`src/tmr16_consts.vh`:
```
// constants for the 16-bit clear-on-match / fast pwm timer
// Function
// - modes 4 and 12 clear counter on match with compare A or capture.
// - clear-on-match top is unbuffered; low new top wraps via 0xFFFF.
// - clear-on-match sets compare A or capture flag at top.
// - clear-on-match with action 1 toggles channel A on each match.
// - channel A reaches the pin only when its direction bit is 1.
// - clear-on-match toggle frequency is clk over 2*N*(1+top), top being compare A (mode 4) or capture (mode 12).
// - clear-on-match sets overflow flag when counter rolls MAX to zero.
// - fast pwm modes count up only, clear cycle after top.
// - fast pwm top is 0xFF, 0x1FF, 0x3FF, capture or compare A.
// - action two is non-inverted, three is inverted pwm.
// - non-inverted clears on match, sets at bottom; inverted opposite.
// - fast pwm sets overflow at top, plus compare A or capture flag when that register is top.
// - channel compare flag sets whenever count equals its compare value.
// - fixed top masks compare write bits above the resolution.
// - fast pwm compare A is buffered, loaded at top with clear.
// - capture writes act at once; low value wraps through MAX.
// - compare zero gives narrow spike, compare top constant level.
// - mode 15 with action 1 toggles channel A, 50 percent duty.
// - fast pwm frequency is clk over N*(1+top).
// - action zero leaves output alone; nonzero takes over the pin when its direction bit is 1.
// - action change acts at next match; force strobe acts at once except in fast pwm modes.
`ifndef TMR16_CONSTS_VH
`define TMR16_CONSTS_VH
// ****************************************
// register offsets
// ****************************************
`define OFS_CTRL 4'h0
`define OFS_CNT 4'h1
`define OFS_CMPA 4'h2
`define OFS_CMPB 4'h3
`define OFS_CAP 4'h4
`define OFS_FLAGS 4'h5
`define OFS_FORCE 4'h6
// ****************************************
// control fields
// ****************************************
`define CTRL_MODE_LSB 0
`define CTRL_CS_LSB 4
`define CTRL_ACTA_LSB 8
`define CTRL_ACTB_LSB 10
`define CTRL_DIRA_BIT 12
`define CTRL_DIRB_BIT 13
`define CTRL_RESET 16'h0000
// ****************************************
// flag bits
// ****************************************
`define FLG_OVF 0
`define FLG_CMPA 1
`define FLG_CMPB 2
`define FLG_CAP 3
// ****************************************
// mode codes and fixed tops
// ****************************************
`define MODE_CTC_A 4'h4
`define MODE_F8 4'h5
`define MODE_F9 4'h6
`define MODE_F10 4'h7
`define MODE_CTC_C 4'hC
`define MODE_FCAP 4'hE
`define MODE_FA 4'hF
`define TOP_8 16'h00FF
`define TOP_9 16'h01FF
`define TOP_10 16'h03FF
`define CNT_MAX 16'hFFFF
`define DIV_8 10'h007
`define DIV_64 10'h03F
`define DIV_256 10'h0FF
`define DIV_1024 10'h3FF
`endif

```
`src/tmr16_pwm.v`:
```
// 16-bit timer with clear-on-match and fast pwm modes
`timescale 1ns/1ps
`include "tmr16_consts.vh"
module tmr16_pwm #(
    parameter W = 16
) (
    input wire SYS_CLK,
    input wire ARST_N,
    input wire [3:0] ADDR,
    input wire [15:0] WDATA,
    input wire WR,
    input wire RD,
    output reg [15:0] RDATA,
    output wire OUT_A,
    output wire OUT_A_OE_N,
    output wire OUT_B,
    output wire OUT_B_OE_N
);
    reg [15:0] ctrl_r;
    reg [W-1:0] cnt_r, cmpa_r, cmpa_buf_r, cmpb_r, cap_r;
    reg [3:0] flags_r;
    reg oa_r, ob_r;
    reg [9:0] pre_r;
    wire [3:0] mode = ctrl_r[`CTRL_MODE_LSB +: 4];
    wire [2:0] cs = ctrl_r[`CTRL_CS_LSB +: 3];
    wire [1:0] acta = ctrl_r[`CTRL_ACTA_LSB +: 2];
    wire [1:0] actb = ctrl_r[`CTRL_ACTB_LSB +: 2];

    // fast pwm mode decode
    function is_fast;
        input [3:0] m;
        begin
            is_fast = (m == `MODE_F8) || (m == `MODE_F9) ||
                (m == `MODE_F10) || (m == `MODE_FCAP) || (m == `MODE_FA);
        end
    endfunction

    // fixed-top mask for compare writes
    function [15:0] fix_mask;
        input [3:0] m;
        begin
            case (m)
                `MODE_F8: fix_mask = `TOP_8;
                `MODE_F9: fix_mask = `TOP_9;
                `MODE_F10: fix_mask = `TOP_10;
                default: fix_mask = `CNT_MAX;
            endcase
        end
    endfunction

    wire fast = is_fast(mode);
    wire clear_on_match_mode = (mode == `MODE_CTC_A) || (mode == `MODE_CTC_C);

    // ****************************************
    // prescaler
    // ****************************************
    // tick from prescaler
    reg tick;
    always @* begin
        case (cs)
            3'h1: tick = 1'b1;
            // low divider bits all ones marks the end of a period
            3'h2: tick = ((pre_r & `DIV_8) == `DIV_8);
            3'h3: tick = ((pre_r & `DIV_64) == `DIV_64);
            3'h4: tick = ((pre_r & `DIV_256) == `DIV_256);
            3'h5: tick = (pre_r == `DIV_1024);
            default: tick = 1'b0;
        endcase
    end

    always @(posedge SYS_CLK or negedge ARST_N) begin
        if (!ARST_N)
            pre_r <= 10'h000;
        else if (cs == 3'h0)
            pre_r <= 10'h000;
        else
            pre_r <= pre_r + 10'h001;
    end

    // ****************************************
    // top select and match
    // ****************************************
    // top per mode
    reg [W-1:0] top;
    always @* begin
        case (mode)
            `MODE_F8: top = `TOP_8;
            `MODE_F9: top = `TOP_9;
            `MODE_F10: top = `TOP_10;
            `MODE_FCAP, `MODE_CTC_C: top = cap_r;
            `MODE_FA, `MODE_CTC_A: top = cmpa_r;
            default: top = `CNT_MAX;
        endcase
    end

    // exact equality, so a low top wraps through MAX
    wire at_top = (cnt_r == top);
    wire at_max = (cnt_r == `CNT_MAX);
    wire ma = (cnt_r == cmpa_r);
    wire mb = (cnt_r == cmpb_r);
    wire top_a = (mode == `MODE_FA) || (mode == `MODE_CTC_A);
    wire top_c = (mode == `MODE_FCAP) || (mode == `MODE_CTC_C);
    wire wr_cnt = WR && (ADDR == `OFS_CNT);
    wire wr_flg = WR && (ADDR == `OFS_FLAGS);
    wire frc = WR && (ADDR == `OFS_FORCE) && !fast;

    // ****************************************
    // counter and compare registers
    // ****************************************
    always @(posedge SYS_CLK or negedge ARST_N) begin
        if (!ARST_N) begin
            cnt_r <= 16'h0000;
            cmpa_r <= 16'h0000;
            cmpa_buf_r <= 16'h0000;
            cmpb_r <= 16'h0000;
            cap_r <= 16'h0000;
            ctrl_r <= `CTRL_RESET;
        end else begin
            if (WR && ADDR == `OFS_CTRL)
                ctrl_r <= WDATA;
            // capture write takes effect at once
            if (WR && ADDR == `OFS_CAP)
                cap_r <= WDATA;
            if (WR && ADDR == `OFS_CMPB)
                cmpb_r <= WDATA & fix_mask(mode);
            if (WR && ADDR == `OFS_CMPA) begin
                cmpa_buf_r <= WDATA & fix_mask(mode);
                if (!fast)
                    cmpa_r <= WDATA & fix_mask(mode);
            end
            if (wr_cnt)
                cnt_r <= WDATA;
            else if (tick) begin
                // clear after top, else count up
                if ((fast || clear_on_match_mode) && at_top)
                    cnt_r <= 16'h0000;
                else
                    cnt_r <= cnt_r + 16'h0001;
                // buffered compare A loads at top
                if (fast && at_top && !(WR && ADDR == `OFS_CMPA))
                    cmpa_r <= cmpa_buf_r;
            end
        end
    end

    // ****************************************
    // flags
    // ****************************************
    // flag sources; set wins over clear
    reg [3:0] fset;
    always @* begin
        fset = 4'h0;
        if (tick) begin
            fset[`FLG_CMPA] = ma;
            fset[`FLG_CMPB] = mb;
            if (fast)
                fset[`FLG_OVF] = at_top;
            else
                fset[`FLG_OVF] = at_max;
            if ((fast || clear_on_match_mode) && at_top) begin
                if (top_a)
                    fset[`FLG_CMPA] = 1'b1;
                if (top_c)
                    fset[`FLG_CAP] = 1'b1;
            end
        end
    end

    always @(posedge SYS_CLK or negedge ARST_N) begin
        if (!ARST_N)
            flags_r <= 4'h0;
        else if (wr_flg)
            flags_r <= (flags_r & ~WDATA[3:0]) | fset;  // write one to clear
        else
            flags_r <= flags_r | fset;
    end

    // ****************************************
    // waveform outputs
    // ****************************************
    // next value of one channel
    function wave_nxt;
        input cur, match, bottom, force_it, fst;
        input [1:0] act;
        begin
            wave_nxt = cur;
            if (fst) begin
                // pwm set/clear; match wins at top
                if (act[1]) begin
                    // non-inverted sets at bottom, inverted clears
                    if (bottom)
                        wave_nxt = ~act[0];
                    // non-inverted clears on match, inverted sets
                    if (match)
                        wave_nxt = act[0];
                end
            end else if (match || force_it) begin
                case (act)
                    2'h1: wave_nxt = ~cur;
                    2'h2: wave_nxt = 1'b0;
                    2'h3: wave_nxt = 1'b1;
                    default: wave_nxt = cur;
                endcase
            end
        end
    endfunction

    // toggle on A; rate from top and tick
    wire tog_a = tick && ma;
    wire bot = tick && fast && at_top;
    wire [1:0] acta_f = (fast && acta == 2'h1) ? 2'h0 : acta;
    always @(posedge SYS_CLK or negedge ARST_N) begin
        if (!ARST_N) begin
            oa_r <= 1'b0;
            ob_r <= 1'b0;
        end else begin
            if (fast && acta == 2'h1 && mode == `MODE_FA && tog_a)
                oa_r <= ~oa_r;
            else
                oa_r <= wave_nxt(oa_r, tog_a, bot,
                    frc && WDATA[0], fast, acta_f);
            ob_r <= wave_nxt(ob_r, tick && mb, bot,
                frc && WDATA[1], fast, actb);
        end
    end

    // pin driven only with direction bit set
    assign OUT_A = oa_r;
    assign OUT_B = ob_r;
    assign OUT_A_OE_N = ~(ctrl_r[`CTRL_DIRA_BIT] && acta != 2'h0);
    assign OUT_B_OE_N = ~(ctrl_r[`CTRL_DIRB_BIT] && actb != 2'h0);

    // ****************************************
    // read port
    // ****************************************
    always @(posedge SYS_CLK or negedge ARST_N) begin
        if (!ARST_N)
            RDATA <= 16'h0000;
        else if (RD) begin
            case (ADDR)
                `OFS_CTRL: RDATA <= ctrl_r;
                `OFS_CNT: RDATA <= cnt_r;
                `OFS_CMPA: RDATA <= fast ? cmpa_buf_r : cmpa_r;
                `OFS_CMPB: RDATA <= cmpb_r;
                `OFS_CAP: RDATA <= cap_r;
                `OFS_FLAGS: RDATA <= {12'h000, flags_r};
                default: RDATA <= 16'h0000;
            endcase
        end else
            RDATA <= 16'h0000;
    end
endmodule

```
`config.mk`:
```
export PLATFORM = sky130hd
export DESIGN_NAME = tmr16_pwm
export DESIGN_NICKNAME = d
export VERILOG_FILES = /design/src/tmr16_pwm.v
export VERILOG_INCLUDE_DIRS = /design/src
export SDC_FILE = /design/constraint.sdc
export NUM_CORES = 1
export LEC_CHECK = 0
export ABC_AREA = 1
export ABC_CLOCK_PERIOD_IN_PS = 5800
export BUFFER_PORTS_ARGS = -buffer_cell sky130_fd_sc_hd__buf_2
export CAP_MARGIN = 0
export CELL_PAD_IN_SITES_DETAIL_PLACEMENT = 0
export CELL_PAD_IN_SITES_GLOBAL_PLACEMENT = 2
export CORE_AREA = 5 5 144 146
export CTS_BUF_LIST = sky130_fd_sc_hd__clkbuf_2 sky130_fd_sc_hd__clkbuf_4 sky130_fd_sc_hd__clkbuf_8
export CTS_CLUSTER_SIZE = 10
export DETAILED_ROUTE_END_ITERATION = 7
export DIE_AREA = 0 0 149 151
export GPL_ROUTABILITY_DRIVEN = 0
export PLACE_DENSITY = 0.84
export SKIP_LAST_GASP = 1
export SLEW_MARGIN = 20
export SYNTH_ARGS = -nofsm -noshare
export SYNTH_HDL_FRONTEND = slang
export SYNTH_SLANG_ARGS = --single-unit
export TNS_END_PERCENT = 1
```
`constraint.sdc`:
```
create_clock -name SYS_CLK -period 5.8 [get_ports SYS_CLK]
set_clock_uncertainty 0.2 [all_clocks]
set_input_delay 0 -clock SYS_CLK [delete_from_list [all_inputs] [get_ports SYS_CLK]]
set_output_delay 0 -clock SYS_CLK [all_outputs]
set_load 0.005 [all_outputs]
```
==> impl_metrics.toml <==
[timing]
tns_ps = 0
layout_min_cycle_time_ps = 3560
final.setup.worst_slack_ps = 2240
period_share = 0.614
hold_viol = 0
max_freq_mhz = 281
slew_headroom = 0.366
rsz0062_at_grt = "false"
worst_pin_slew_ps = 952
finalSetupViolCount = 0
finalMaxSlewViolations = 0

[clocking]
htreeDepth = 4
cts_setup_buffers = 0
clk_pin_slew_ps = 80
cts.sinks = 128
clock_latency_ps = 450
clock_tree.buffer_depth = 2
cts-hold-fix-buffers = 27
cts_buffers = 17
cts_root_buf = "clkbuf_8"
cts_tree = "yes"
ctsResizeCount = 0

[floorplanning]
die_w_microns = 149
start_util = 0.390
row_count = 51
fp.dieH_microns = 151
coreArea_sq_um = 19300
ios = 44
die_area_sq_um = 22500

[synth]
async_flop_share = 1.00
ys.flop_type = "dfrtp_1"
syn_nets = 1056
synth-edff-count = 0
synth_area_leaders = "dfrtp_1, nand2_1, o21ai_0"
yosysUniqueCellTypes = 41
synth_commonest_cells = "nand2_1, dfrtp_1, inv_1"
synth_top_area_share = 0.426
synth-seq-cells = 128
synth_warnings = 0
yosysMostFrequentCell = "nand2_1"
seq_area_frac_synth = 0.426
syn_inst = 1027
syn_area_sq_um = 7520
postSynthAreaPerCell_sq_um = 7.32
yosys.area.top_type = "dfrtp_1"

[cells_and_area]
num_antenna_cells = 0
num-nets-final = 1107
syn2layout_area_growth_pct = 14.6
drive_above_1_share = 0.102
stdcell_count = 1356

[run]
maxCapViolations = 0

[worst_setup_path]
worst_setup_path_end_kind = "register"
crit_arrival_ps = 3710
cp.required_ps = 5950
startpoint_type = "input pin"
crit_path_max_fanout = 17
criticalPathCategory = "in -> reg"

[status]
status = "finished, final reports clean"

[drt]
ant_nets = 0
finalWirelength_mm = 25.8
wl_per_cell_microns = 19.1
via_count = 7110
drt-pass1-iter-count = 7
drc = 0
vias_per_cell = 5.24
drtIter0Drc = 568

[grt]
grt_pass1_vias = 6837
grt_use_total = 0.237
antenna_found_initial = 0
grt_max_degree = 73
overflow = 0
grt_first_pass_wirelength_mm = 40.4

[power_and_ir_drop]
powerDensity_nw_per_um2 = 359
seqPwrFrac = 0.434
leakage_nw = 4.07
pwr-share-comb = 0.315
p_clk_frac = 0.252
p_sw_mw = 1.27
switching_share = 0.412
p_int_mw = 1.82
peakVddDrop_v = 0.000144

[place]
dpl.hpwl_mm = 18.7
pre_cts_ws_ps = 2350
dp_cells = 1297
numPortBuffers = 43

[worst_hold_path]
worstHoldPathType = "in -> reg"
## per-stage QoR
step	area, sq um	util	hold slack [ps]	power (mW)
floorplan	7520	-	-496	1.99
global placement	7930	0.411	-190	2.31
detailed placement	7930	0.411	-188	2.31
CTS	8610	0.447	35.1	3.11
global route	8620	0.447	100	3.32
finish	8620	0.447	54.7	3.10
## power groups by stage
stage          combinational, mW  sequential (mW)  clock (mW)
2_1_floorplan              0.757             1.23           0
3_3_place_gp               0.951             1.36           0
3_5_place_dp               0.952             1.36           0
4_1_cts                    0.973             1.34       0.794
5_1_grt                     1.11             1.37       0.840
6_report                   0.975             1.34       0.780
## cell families (layout without fill, tap and decap cells)
logic type                 Yosys count  in the layout  synth area share
DFF                                128            128             0.426
adders and majority gates            5              5           0.00832
AOI/OAI and AO/OA                  219            219             0.166
buffers and inverters              172            236            0.0910
xor gates and xnor gates            29             29            0.0338
and+or+nand+nor                    474            474             0.275
## worst max-delay path, cell delays in order
cell and delay, ps:
dlygate4sd3_1 520, buf_2 110, inv_1 50, nor2_1 290, nand2_1 620, nor2_1 520
inv_1 390, nand2_1 160, clkinv_1 430, nand3_4 410, nand2_1 90, nand2_1 70
inv_1 40
## flip-flops by register name, summed over array words and instances, names as in the netlist
| register | flops |
|---|---|
| pre_r | 10 |
| cmpa_buf_r | 16 |
| OUT_B | 1 |
| cap_r | 16 |
| cmpa_r | 16 |
| RDATA | 16 |
| cnt_r | 16 |
| cmpb_r | 16 |
| OUT_A | 1 |
| flags_r | 4 |
| ctrl_r | 16 |
## per-layer routing
metal	vias up	wire length (microns)	global-route usage
li1	3487	-	-
met1	3386	11800	0.325
met2	194	12000	0.384
met3	43	1180	0.0347
met4	0	809	0.0874
met5	-	0	0
## final cells by class
class	instances	area (sq um)
Clock buffer	21	289
Clock inverter	11	105
Fill cell	2046	10700
Inverter	128	480
Multi-Input combinational cell	727	3660
Sequential cell	128	3200
Tap cell	265	332
Timing Repair Buffer	76	554
## path summary, 6_finish.rpt
path                                        from                     to  slack, ps  cells after the start
max in group asynchronous                 ARST_N   cnt_r[6]$_DFFE_PN0P_       4070                      4
min in group asynchronous                 ARST_N  ctrl_r[9]$_DFFE_PN0P_        410                      4
max                                      ADDR[0]    cmpa_r[6]$_DFF_PN0_       2240                     13
max reg2reg                ctrl_r[2]$_DFFE_PN0P_      OUT_A$_DFFE_PN0P_       2590                     12
min reg2reg                   pre_r[0]$_DFF_PN0_     pre_r[0]$_DFF_PN0_        260                      1
min                                      ADDR[2]     RDATA[5]$_DFF_PN0_         50                      7
## placed cells by master (no fill, tap or decap), types with 3 or more instances in the layout
cell type      instances
xor2_1                26
nand2_1              266
dfrtp_1              128
clkbuf_8              21
ha_1                   5
buf_2                 42
nand4_1               38
o221ai_1               4
a21oi_1               43
a221oi_1               4
dlygate4sd3_1         26
nor2_4                 3
o21bai_1              12
clkinvlp_4             4
nand3_1               43
nand2_2                6
xnor2_1                3
nor2_1                86
nor3b_1                3
o21ai_0              112
inv_1                119
buf_4                  6
nor3_1                15
inv_2                  7
o22ai_1               21
a31oi_1                5
a32o_1                 4
a211oi_1               7
Power figures use the tool's default switching activity.
